[src/hw/psa_consts.vh]
// Constants for the program space access unit
`ifndef PSA_CONSTS_VH
`define PSA_CONSTS_VH

// ********************************************************
// Register byte offsets on the APB
// ********************************************************
`define OFF_FLASH_CTL 8'h00
`define OFF_UNLOCK_KEY 8'h04
`define OFF_TABLE_PAGE 8'h08
`define OFF_VIS_PAGE 8'h0c
`define OFF_CORE_CTL 8'h10

// ********************************************************
// Field positions
// ********************************************************
`define CTL_WR_BIT 15
`define CTL_WREN_BIT 14
`define CTL_ERR_BIT 13
`define CTL_ERASE_BIT 6
`define CORE_VIS_BIT 2
`define TPAG_CFG_BIT 7

// ********************************************************
// Unlock key values and operation codes
// ********************************************************
`define KEY_FIRST 8'h55
`define KEY_SECOND 8'haa
`define OP_SEG_ERASE 4'hd
`define OP_PAGE_ERASE 4'h2
`define OP_WORD_PROG 4'h3
`define OP_ROW_PROG 4'h1

// ********************************************************
// Reset values, geometry and timing
// ********************************************************
`define CTL_RST 16'h0000
`define PAGE_RST 8'h00
`define CORE_RST 16'h0000
`define ROW_WORDS 64
`define ROW_MASK 24'hffff80
`define PAGE_MASK 24'hfffc00
`define OP_CYCLES 16'h0040

`endif

[src/hw/program_space_access_unit.v]
// Program space access unit: table access, visibility window, self-programming
//
// Overview of operation
// - Program counter steps two per word; low word and high byte share addresses.
// - Word-mode low table read returns program bits 15..0 unchanged.
// - Byte-mode low read returns upper byte if byte select 1, else lower.
// - Word-mode high read returns bits 23..16, upper data byte forced zero.
// - Byte-mode high read returns bits 23..16 for select 0, zero for select 1.
// - Table address is table page register above 16-bit effective address.
// - Table page bit 7 selects user space (0) or configuration space (1).
// - Data read goes to program memory when address bit 15 and enable set.
// - Window address is visibility page above effective address bits 14..0.
// - Window reads return only the low 16 bits; window is read-only.
// - Window access waits while a table read or write is in progress.
// - Outside repeat: moves cost one extra cycle, others two.
// - In repeat: first, last, interrupt exit and re-entry cost two extra.
// - Rows hold 64 words, pages eight rows, both aligned to their size.
// - Operations: erase one segment or page, program one row, or program one word.
// - 64-entry holding buffer loaded from one aligned group before start.
// - Table write only updates holding buffer and completes in two cycles.
// - Programming starts only through control register; one cycle per word.
// - Execution stalls from operation start until it finishes.
// - Write-start bit launches operation, hardware clears it, software cannot.
// - Sequence error flag set on any improper start attempt.
// - Erase 1101 segment, 0010 page; program 0011 word, 0001 row; others no-op.
//
// The register offsets and the APB register port are this design's own decisions.
`timescale 1ns/10ps
`include "psa_consts.vh"

module program_space_access_unit #(
  parameter OP_CYCLES = `OP_CYCLES
) (
  // Clock and reset
  input wire clock,
  input wire rstn,
  // APB slave
  input wire psel,
  input wire penable,
  input wire pwrite,
  input wire [7:0] paddr,
  input wire [31:0] pwdata,
  output reg [31:0] prdata,
  output wire pready,
  output wire pslverr,
  // Table instruction request from the CPU
  input wire tbl_req,
  input wire tbl_write,
  input wire tbl_high,
  input wire tbl_byte,
  input wire [15:0] tbl_ea,
  input wire [15:0] tbl_wdata,
  output reg tbl_done,
  output reg [15:0] tbl_rdata,
  // Data-space read from the CPU
  input wire dread_req,
  input wire [15:0] dread_ea,
  output wire vis_hit,
  output wire vis_wait,
  output reg vis_done,
  output reg [15:0] vis_rdata,
  // Instruction context for the window penalty
  input wire instr_is_mov,
  input wire in_repeat,
  input wire rep_first,
  input wire rep_last,
  input wire rep_irq_exit,
  input wire rep_irq_reentry,
  output reg [1:0] vis_extra_cycles,
  // Program memory read port, data one cycle after pm_rd
  output reg pm_rd,
  output reg [23:0] pm_addr,
  output reg pm_cfg_space,
  input wire [23:0] pm_rdata,
  // Flash array command port
  output reg fl_erase_page,
  output reg fl_erase_seg,
  output reg fl_wr_en,
  output reg [23:0] fl_addr,
  output reg [23:0] fl_wr_data,
  // CPU stall
  output wire cpu_stall
);

  // ********************************************************
  // Access states
  // ********************************************************
  localparam S_IDLE = 3'd0;
  localparam S_TRD = 3'd1;
  localparam S_TCAP = 3'd2;
  localparam S_TWR = 3'd3;
  localparam S_PRD = 3'd4;
  localparam S_PCAP = 3'd5;

  localparam F_IDLE = 2'd0;
  localparam F_STREAM = 2'd1;
  localparam F_TIMER = 2'd2;

  localparam K_NONE = 2'd0;
  localparam K_FIRST = 2'd1;
  localparam K_OPEN = 2'd2;

  // ********************************************************
  // Storage
  // ********************************************************
  reg [2:0] acc_ff;
  reg [1:0] fsm_ff;
  reg [1:0] key_ff;
  reg wr_ff;
  reg wren_ff;
  reg err_ff;
  reg erase_ff;
  reg [3:0] op_ff;
  reg [7:0] tpag_ff;
  reg [7:0] vpag_ff;
  reg vis_en_ff;
  reg [23:0] last_addr_ff;
  reg [6:0] idx_ff;
  reg [15:0] timer_ff;
  reg cap_high_ff;
  reg cap_byte_ff;
  reg cap_bsel_ff;
  reg [23:0] hold_buf [0:`ROW_WORDS-1];

  wire apb_wr;
  wire apb_rd_setup;
  wire mapped;
  wire wr_attempt;
  wire op_valid;
  wire start_ok;
  wire tbl_take;
  wire vis_take;
  wire [23:0] tbl_addr;
  wire [5:0] wr_index;

  // Format a table read result from a program word
  function [15:0] fmt_read;
    input high;
    input bytem;
    input bsel;
    input [23:0] word;
    begin
      if (high) begin
        // Phantom byte reads as zero in both modes
        if (bytem && bsel)
          fmt_read = 16'h0000;
        else
          fmt_read = {8'h00, word[23:16]};
      end else if (bytem) begin
        fmt_read = bsel ? {8'h00, word[15:8]} : {8'h00, word[7:0]};
      end else begin
        fmt_read = word[15:0];
      end
    end
  endfunction

  // Merge a table write into a holding buffer entry
  function [23:0] merge_write;
    input high;
    input bytem;
    input bsel;
    input [23:0] old;
    input [15:0] wd;
    begin
      merge_write = old;
      if (high) begin
        if (!(bytem && bsel))
          merge_write[23:16] = wd[7:0];
      end else if (bytem) begin
        if (bsel)
          merge_write[15:8] = wd[7:0];
        else
          merge_write[7:0] = wd[7:0];
      end else begin
        merge_write[15:0] = wd;
      end
    end
  endfunction

  // ********************************************************
  // APB decode
  // ********************************************************
  assign apb_wr = psel && penable && pwrite;
  assign apb_rd_setup = psel && !penable && !pwrite;
  assign mapped = (paddr == `OFF_FLASH_CTL) || (paddr == `OFF_UNLOCK_KEY) ||
                  (paddr == `OFF_TABLE_PAGE) || (paddr == `OFF_VIS_PAGE) ||
                  (paddr == `OFF_CORE_CTL);
  // Zero wait: read data is registered in setup, answered in access
  assign pready = psel && penable;
  assign pslverr = psel && penable && !mapped;

  assign op_valid = erase_ff_next_valid(pwdata[`CTL_ERASE_BIT], pwdata[3:0]);

  function erase_ff_next_valid;
    input er;
    input [3:0] op;
    begin
      if (er)
        erase_ff_next_valid = (op == `OP_SEG_ERASE) || (op == `OP_PAGE_ERASE);
      else
        erase_ff_next_valid = (op == `OP_WORD_PROG) || (op == `OP_ROW_PROG);
    end
  endfunction

  assign wr_attempt = apb_wr && (paddr == `OFF_FLASH_CTL) &&
                      pwdata[`CTL_WR_BIT];
  // start accepted only right after the unlock pair
  assign start_ok = wr_attempt && (key_ff == K_OPEN) && !wr_ff &&
                    pwdata[`CTL_WREN_BIT] && op_valid;

  // Read data sampled in the setup cycle; key reads as zero
  always @(posedge clock or negedge rstn) begin
    if (!rstn) begin
      prdata <= 32'h00000000;
    end else if (apb_rd_setup) begin
      case (paddr)
        `OFF_FLASH_CTL: prdata <= {16'h0000, wr_ff, wren_ff, err_ff, 6'h00,
                                   erase_ff, 2'h0, op_ff};
        `OFF_TABLE_PAGE: prdata <= {24'h000000, tpag_ff};
        `OFF_VIS_PAGE: prdata <= {24'h000000, vpag_ff};
        `OFF_CORE_CTL: prdata <= {29'h00000000, vis_en_ff, 2'h0};
        default: prdata <= 32'h00000000;
      endcase
    end
  end

  // ********************************************************
  // Control registers and unlock sequence
  // ********************************************************
  always @(posedge clock or negedge rstn) begin
    if (!rstn) begin
      wren_ff <= 1'b0;
      err_ff <= 1'b0;
      erase_ff <= 1'b0;
      op_ff <= 4'h0;
      tpag_ff <= `PAGE_RST;
      vpag_ff <= `PAGE_RST;
      vis_en_ff <= 1'b0;
      key_ff <= K_NONE;
    end else begin
      if (apb_wr) begin
        // Any write other than the next key step breaks the sequence
        key_ff <= K_NONE;
        case (paddr)
          `OFF_FLASH_CTL: begin
            wren_ff <= pwdata[`CTL_WREN_BIT];
            erase_ff <= pwdata[`CTL_ERASE_BIT];
            op_ff <= pwdata[3:0];
            // flag: set on improper attempt, set beats clear
            if (wr_attempt && !start_ok)
              err_ff <= 1'b1;
            else
              err_ff <= pwdata[`CTL_ERR_BIT] & err_ff;
          end
          `OFF_UNLOCK_KEY: begin
            if (pwdata[7:0] == `KEY_FIRST)
              key_ff <= K_FIRST;
            else if (key_ff == K_FIRST && pwdata[7:0] == `KEY_SECOND)
              key_ff <= K_OPEN;
          end
          `OFF_TABLE_PAGE: tpag_ff <= pwdata[7:0];
          `OFF_VIS_PAGE: vpag_ff <= pwdata[7:0];
          `OFF_CORE_CTL: vis_en_ff <= pwdata[`CORE_VIS_BIT];
          default: ;
        endcase
      end
    end
  end

  // ********************************************************
  // Table and window access
  // ********************************************************
  // table address formed from page and effective address
  assign tbl_addr = {tpag_ff, tbl_ea};
  // two addresses per word, so the index skips bit 0
  assign wr_index = tbl_ea[6:1];
  // No take in the done cycle: a request still held there is the old one
  assign tbl_take = tbl_req && (acc_ff == S_IDLE) && !wr_ff && !tbl_done;
  // window hit needs address bit 15 and the enable bit
  assign vis_hit = dread_req && dread_ea[15] && vis_en_ff;
  // window waits behind any table access in progress
  assign vis_take = vis_hit && (acc_ff == S_IDLE) && !tbl_req && !wr_ff;
  assign vis_wait = vis_hit && !vis_take;

  // Access sequencer; table has priority over the window
  always @(posedge clock or negedge rstn) begin
    if (!rstn) begin
      acc_ff <= S_IDLE;
      pm_rd <= 1'b0;
      pm_addr <= 24'h000000;
      pm_cfg_space <= 1'b0;
      tbl_done <= 1'b0;
      tbl_rdata <= 16'h0000;
      vis_done <= 1'b0;
      vis_rdata <= 16'h0000;
      cap_high_ff <= 1'b0;
      cap_byte_ff <= 1'b0;
      cap_bsel_ff <= 1'b0;
      last_addr_ff <= 24'h000000;
    end else begin
      tbl_done <= 1'b0;
      vis_done <= 1'b0;
      pm_rd <= 1'b0;
      case (acc_ff)
        S_IDLE: begin
          if (tbl_take) begin
            cap_high_ff <= tbl_high;
            cap_byte_ff <= tbl_byte;
            cap_bsel_ff <= tbl_ea[0];
            if (tbl_write) begin
              last_addr_ff <= tbl_addr;
              acc_ff <= S_TWR;
            end else begin
              pm_rd <= 1'b1;
              pm_addr <= tbl_addr;
              // page bit 7 picks configuration space
              pm_cfg_space <= tpag_ff[`TPAG_CFG_BIT];
              acc_ff <= S_TRD;
            end
          end else if (vis_take) begin
            pm_rd <= 1'b1;
            // window page above the low 15 address bits
            pm_addr <= {1'b0, vpag_ff, dread_ea[14:0]};
            pm_cfg_space <= 1'b0;
            acc_ff <= S_PRD;
          end
        end
        S_TRD: acc_ff <= S_TCAP;
        S_TCAP: begin
          tbl_rdata <= fmt_read(cap_high_ff, cap_byte_ff, cap_bsel_ff,
                                pm_rdata);
          tbl_done <= 1'b1;
          acc_ff <= S_IDLE;
        end
        S_TWR: begin
          // buffer write done in two cycles
          tbl_done <= 1'b1;
          acc_ff <= S_IDLE;
        end
        S_PRD: acc_ff <= S_PCAP;
        S_PCAP: begin
          // only the low word is visible
          vis_rdata <= pm_rdata[15:0];
          vis_done <= 1'b1;
          acc_ff <= S_IDLE;
        end
        default: acc_ff <= S_IDLE;
      endcase
    end
  end

  // holding buffer; the flash array is never touched here
  always @(posedge clock) begin
    if (tbl_take && tbl_write)
      hold_buf[wr_index] <= merge_write(tbl_high, tbl_byte, tbl_ea[0],
                                        hold_buf[wr_index], tbl_wdata);
  end

  // extra cycles for a window access
  always @* begin
    if (!in_repeat)
      vis_extra_cycles = instr_is_mov ? 2'd1 : 2'd2;
    else if (rep_first || rep_last || rep_irq_exit || rep_irq_reentry)
      vis_extra_cycles = 2'd2;
    else
      vis_extra_cycles = 2'd0;
  end

  // ********************************************************
  // Self-programming sequencer
  // ********************************************************
  // stall for the whole operation
  assign cpu_stall = wr_ff;

  always @(posedge clock or negedge rstn) begin
    if (!rstn) begin
      fsm_ff <= F_IDLE;
      wr_ff <= 1'b0;
      idx_ff <= 7'h00;
      timer_ff <= 16'h0000;
      fl_erase_page <= 1'b0;
      fl_erase_seg <= 1'b0;
      fl_wr_en <= 1'b0;
      fl_addr <= 24'h000000;
      fl_wr_data <= 24'h000000;
    end else begin
      fl_erase_page <= 1'b0;
      fl_erase_seg <= 1'b0;
      fl_wr_en <= 1'b0;
      case (fsm_ff)
        F_IDLE: begin
          // start only through the control register
          if (start_ok) begin
            wr_ff <= 1'b1;
            timer_ff <= 16'h0000;
            if (pwdata[`CTL_ERASE_BIT]) begin
              // page erase aligned to its page
              fl_erase_seg <= (pwdata[3:0] == `OP_SEG_ERASE);
              fl_erase_page <= (pwdata[3:0] == `OP_PAGE_ERASE);
              fl_addr <= last_addr_ff & `PAGE_MASK;
              fsm_ff <= F_TIMER;
            end else if (pwdata[3:0] == `OP_WORD_PROG) begin
              fl_wr_en <= 1'b1;
              fl_addr <= last_addr_ff;
              fl_wr_data <= hold_buf[last_addr_ff[6:1]];
              fsm_ff <= F_TIMER;
            end else begin
              idx_ff <= 7'h00;
              fsm_ff <= F_STREAM;
            end
          end
        end
        F_STREAM: begin
          // whole row from its aligned base
          fl_wr_en <= 1'b1;
          fl_addr <= (last_addr_ff & `ROW_MASK) | {16'h0000, idx_ff, 1'b0};
          fl_wr_data <= hold_buf[idx_ff[5:0]];
          idx_ff <= idx_ff + 7'h01;
          if (idx_ff == `ROW_WORDS - 1)
            fsm_ff <= F_TIMER;
        end
        F_TIMER: begin
          timer_ff <= timer_ff + 16'h0001;
          if (timer_ff == OP_CYCLES[15:0] - 16'h0001) begin
            wr_ff <= 1'b0;
            fsm_ff <= F_IDLE;
          end
        end
        default: fsm_ff <= F_IDLE;
      endcase
    end
  end

endmodule

[config.mk]
export PLATFORM = sky130hd
export DESIGN_NAME = program_space_access_unit
export DESIGN_NICKNAME = d
export VERILOG_FILES = /design/src/hw/program_space_access_unit.v
export VERILOG_INCLUDE_DIRS = /design/src /design/src/hw
export SDC_FILE = /design/constraint.sdc
export NUM_CORES = 2
export LEC_CHECK = 0
export ABC_AREA = 1
export BUFFER_PORTS_ARGS = -buffer_cell sky130_fd_sc_hd__buf_2
export CORE_ASPECT_RATIO = 1.4
export CORE_MARGIN = 3
export CORE_UTILIZATION = 28
export DETAILED_ROUTE_END_ITERATION = 12
export PLACE_DENSITY = 0.49
export SKIP_LAST_GASP = 1
export SLEW_MARGIN = 40
export SYNTH_ARGS = -nofsm -noshare
export SYNTH_HDL_FRONTEND = slang
export SYNTH_SLANG_ARGS = --single-unit
[constraint.sdc]
create_clock -name clock -period 4.65 [get_ports clock]
set_input_delay 0.2325 -clock clock [delete_from_list [all_inputs] [get_ports clock]]
set_output_delay 0.2325 -clock clock [all_outputs]
set_load 0.1 [all_outputs]
-- Yosys cells after proc, flatten, opt, wreduce, memory -nomap -nowiden
Memory sizes are Yosys's and may differ from the RTL's.
Cells that the tools add are included.
- word-level logic and storage cells: 208
- memories: 1
- flip-flop bits (word level): 225
- output and inout bits: 150
- memory bits (read-only): 0
- input bits: 128
- latch bits: 0
- RAM bits: 1536
- memory list (memory ; words ; bits a word ; rd ports ; clocked after memory_dff ; write ports ; RTL line ; source):
    hold_buf ; 64 ; 24 ; 2 ; 0 ; 1 ; program_space_access_unit.v:123 ; reg [23:0] hold_buf [0:`ROW_WORDS-1];
- multipliers: 0
- divide/modulo/power cells: 0
- equality and inequality tests: 36
- reduce and logical (&&, ||, !) cells: 65
- muxes and demuxes: 72
- bitwise gates (word level): 2
- add/sub/neg operators: 2
- shifts and indexed selects: 0
- magnitude comparators: 0
- operator list (kind ; number):
    $mux 24 ; 9
    $mux 16 ; 6
    $pmux 24 s2 ; 2
    $pmux 16 s4 ; 1
    $mux 8 ; 7
    $pmux 16 s2 ; 1
    $logic_and 1x1->1 ; 25
    $mux 1 ; 24
    $mux 2 ; 12
    $or 24x8->24 ; 1
    $reduce_and 3->1 ; 8
    $mux 7 ; 3
    $ne 2x2->1 const B ; 10
    $add 16x1->16 const B ; 1
    $eq 16x6->1 const B ; 1
    $eq 8x4->1 const B ; 2
    $pmux 7 s2 ; 1
    $reduce_and 2->1 ; 6
    $logic_or 1x1->1 ; 9
    $ne 3x3->1 const B ; 3
    $pmux 3 s3 ; 1
    $eq 4x2->1 const B ; 2
    $eq 8x3->1 const B ; 1
    $eq 8x5->1 const B ; 1
    23 further kinds ; 40

-- Longest topological paths before layout
- word-level depth: 11
- depth in mapped cells: 17

-- Worst setup path before layout
No wires, ideal clock.
- path type: input -> output
- start point: input port paddr[5]
- end point: output port pslverr
- data required time: 4.418 ns
- arrival: 2.768 ns
- slack: 1.650 ns
- buffers on the path: 0
- stages: 6
- path through: inv_1 -> nand3_2 -> inv_1 -> nand4_1 -> nand4_1 -> nor3_1
- longest elaborated chain between the ends: 7
- elaborated cells on any way between the ends: 11
- classes of those cells: 4 x eq/ne; 7 x reduce/logical
- ends and longest elaborated chain (what ; RTL line ; source):
    from (decl) ; program_space_access_unit.v:41 ; input wire [7:0] paddr,
    $eq 8x3->1 or $logic_not 8->1 (tied branches) ; n/a ;
    $logic_or 1x1->1 (3 in a row) ; program_space_access_unit.v:185 ; assign mapped = (paddr == `OFF_FLASH_CTL) || (paddr == `OFF_UNLOCK_KEY) ||
    $logic_or 1x1->1 (*) ; program_space_access_unit.v:185 ;
    $logic_not 1->1 (*) ; program_space_access_unit.v:190 ; assign pslverr = psel && penable && !mapped;
    $logic_and 1x1->1 (*) ; program_space_access_unit.v:190 ;
    to (decl) ; program_space_access_unit.v:45 ; output wire pslverr,
Mark *: on every way between the ends. The rest lies on a longest branch, timed or not.

-- Worst setup path in the final report
- start point: input port paddr[0]
- end point: output port pslverr
The elaborated chain is that of the path after synthesis.

==> impl_metrics.json <==
{
  "drv_cap": 0,
  "fin_crit_sh_pct": 85.4,
  "hold_end": "last_addr_ff[2]",
  "clk_path_buf_depth": 4,
  "finClkSkew_ns": 0.0552,
  "final_layout_size_suffix_gt1_share_pct": 9.03,
  "clockRootBuffer": "clkbuf_16",
  "slew_headroom_pct": 39.0,
  "cp_top_family": "buffers and inverters",
  "wl_met1_mm": 135,
  "die_y_um": 674,
  "start_kind": "input pin",
  "crit_cells": 12,
  "drc_errors": 0,
  "drt_first_iter_violations": 6594,
  "r2r_end": "fl_wr_data[4]",
  "synth-seq-cells": 1739,
  "num_rows": 244,
  "hp-class": "in2reg",
  "syn_inst": 10600,
  "cts_sinks": 1739,
  "ff_latch_area_mm2": 0.0512,
  "clkTransAtPathRegs_ns": 0.06,
  "grt_max_degree": 141,
  "syn_avg_cell_area_um2": 8.40,
  "min_period_ns": 3.97,
  "worstReg2RegStart": "idx_ff[0]",
  "h-tree-depth": 4,
  "drt-pass1-iter-count": 6,
  "power_leakage_nw": 41.1,
  "layout_commonest_cell": "nand2_1",
  "fin_ws_ns": 0.679,
  "grt_overflow": 0,
  "power_density_mw_per_mm2": 316,
  "cts_tree": "built",
  "path_max_fanout": 8,
  "fillCellCount": 33200,
  "crit_buf_inv": 7,
  "ir_worst_vdd_uv": 276,
  "reg2reg_depth": 12,
  "synthMuxAreaShare_pct": 0.0505,
  "grt_usage_pct": 20.9,
  "worst_pin_slew_ns": 0.909,
  "syn2layout_area_growth_pct": 15.2,
  "synthSimpleGateAreaFrac_pct": 31.4,
  "critical_path_class": "in2out",
  "cp_cell_sequence": "dlygate4sd3_1 -> buf_2 -> nor2_2 -> dlygate4sd3_1 -> nand2_2 -> dlygate4sd3_1 -> nor2_4 -> dlygate4sd3_1 -> inv_1 -> nand4_1 -> nor3_1 -> buf_2",
  "wl_met3_mm": 19.9,
  "antenna_left": 0,
  "synth_compound_area_share_pct": 4.41,
  "grt_pass1_wl_mm": 504,
  "hold_start": "tbl_ea[2]",
  "tns_ns": 0,
  "hold_viol_final": 0,
  "setup_violations": 0,
  "initial_core_util_pct": 28.2,
  "drv_slew": 0,
  "r2r_slack_ns": 0.91,
  "dp_slack_ns": 0.945,
  "met2_length_mm": 168,
  "cpPeakStageDelay_ns": 0.67,
  "chipWidth_um": 483,
  "final_cell_mix": "nand2_1 (3,843), nand3_1 (1,915), edfxtp_1 (1,536)",
  "cp_slowest_cell": "dlygate4sd3_1",
  "hold_depth": 3,
  "cp_common_cell": "dlygate4sd3_1",
  "postLayoutCellArea_mm2": 0.103,
  "synth-xor-area-share_pct": 0.118,
  "via_count": 75400,
  "gp_congestion": 0.895,
  "arrival_ns": 3.74,
  "place_area_mm2": 0.0957,
  "yosysSeqAreaShare_pct": 57.4,
  "coreArea_mm2": 0.316,
  "via_per_inst": 5.00,
  "top_layer_used": "met5",
  "numCtsBuffers": 183,
  "synth_top_family_by_area": "simple AND/OR/NAND/NOR gates",
  "ios": 278,
  "netlist_area_mm2": 0.0891,
  "status": "finished clean",
  "num-nets-final": 10900,
  "rsz0062_at_grt": "no",
  "clkLatencyLatePin_ns": 0.87,
  "ys_warn_count": 0,
  "yosys.area_share.adder_pct": 0.0281,
  "grt_pass1_vias": 73400,
  "cp-end-kind": "output port",
  "synth_cell_types": 41,
  "wire_per_inst_um": 23.3,
  "worstPathRequired_ns": 4.42,
  "numPortBuffers": 235,
  "multi_input_area_mm2": 0.0325,
  "post-route-util_pct": 32.5,
  "dpl.hpwl_mm": 219,
  "timing.fmax_ghz": 0.252,
  "dieArea_mm2": 0.325,
  "antenna_found_initial": 8,
  "finalWirelength_mm": 351
}
cells by family after synthesis:
family / after synthesis
simple gates: 6756
flops: 1739
buf+inv: 1357
compound gates: 741
xor+xnor: 12
mux: 4
fa+ha+maj: 2
other cells: 1
per-stage QoR:
| step | cells | hold WS (ns) | power (mW) |
|---|---|---|---|
| floorplan | 10600 | -0.0631 | 17.6 |
| global placement | 14600 | 0.308 | 18.0 |
| detailed placement | 14600 | 0.309 | 18.0 |
| CTS | 15100 | 0.00291 | 32.7 |
| global route | 15100 | 0.0589 | 33.3 |
| finish | 15100 | 0.0571 | 32.4 |
synth_stat cells:
cell         n  share of area, %
inv_2       12             0.051
o211ai_2     1             0.014
o41ai_1      1            0.0098
a21boi_1     1            0.0084
o21ai_0    426               2.4
nand2_1   3853                16
nor2_4       3             0.038
conb_1       1            0.0042
nand3_1   1915                11
buf_2      320               1.8
a22oi_1      5             0.042
clkbuf_1   215              0.91
nor3_1      30              0.17
o22ai_1     18              0.13
o31ai_1      1            0.0084
and3_1       2             0.014
a211oi_1     1            0.0084
nor4_1       6             0.042
nor2_1     909               3.8
nand4_1     13             0.091
inv_1      605               2.5
buf_1      113              0.48
or2_2       14             0.098
nor2_2       3             0.021
nand3_2      2             0.022
o211ai_1    36              0.30
o311ai_0     8             0.079
edfxtp_1  1536                52
buf_4       74              0.62
a21oi_1    154              0.86
nand2_4      2             0.025
xor2_1      12              0.12
buf_6       13              0.16
o21ai_1     57              0.32
a221oi_1     5             0.049
mux2_2       4             0.051
ha_1         2             0.028
clkinv_1     5             0.021
dfrtp_1    203               5.7
a31oi_1     27              0.19
nand2_2      4             0.028
power breakdown:
| part | internal [mW] | total, mW | switching [mW] | leakage (nW) |
|---|---|---|---|---|
| logic | 0.137 | 0.725 | 0.588 | 22.2 |
| registers | 17.0 | 17.0 | 0.00274 | 16.1 |
| clock network | 8.29 | 14.7 | 6.40 | 2.81 |
state kept, by name, indices dropped and copies added, names as in the netlist, 11 cells and up:
signal        flops
timer_ff         16
last_addr_ff     24
vis_rdata        16
fl_wr_data       24
pm_addr          24
fl_addr          24
hold_buf       1536
tbl_rdata        16
prdata           11
how the worst max path moves through the flow:
stage               from       endpoint  slack (ns)
2_1_floorplan   paddr[5]        pslverr        1.65
3_3_place_gp   idx_ff[0]  fl_wr_data[4]        0.96
3_5_place_dp   idx_ff[0]  fl_wr_data[4]        0.95
4_1_cts         paddr[0]        pslverr        0.70
5_1_grt         paddr[0]        pslverr        0.52
6_report        paddr[0]        pslverr        0.68
timing repair:
item | in CTS | in global routing
buffers inserted | 0 | 0
hold buffers | 111 | 0
resized for setup | 0 | 0
hold endpoints to repair | 262 | 0
tightest hold or removal path, cell delays in order:
cell,delay (ns)
buf_2,0.19
inv_1,0.23
o21ai_0,0.18
layout make-up:
cell class | instances | share of cell area (%)
timing repair buffer | 658 | 5.43
antenna | 4 | 0.00975
clock buffer | 242 | 4.81
tap | 4182 | 5.10
sequential | 1739 | 49.9
inverter | 622 | 2.32
multi-input combinational | 7536 | 31.7
clock inverter | 82 | 0.777
layer usage:
metal  vias up  global-route usage (%)
li1      35400                       -
met1     36200                    24.7
met2      2850                    35.2
met3       825                    2.66
met4         4                    14.4
met5         -                       0
No activity file was read; power rests on OpenSTA's default activity.
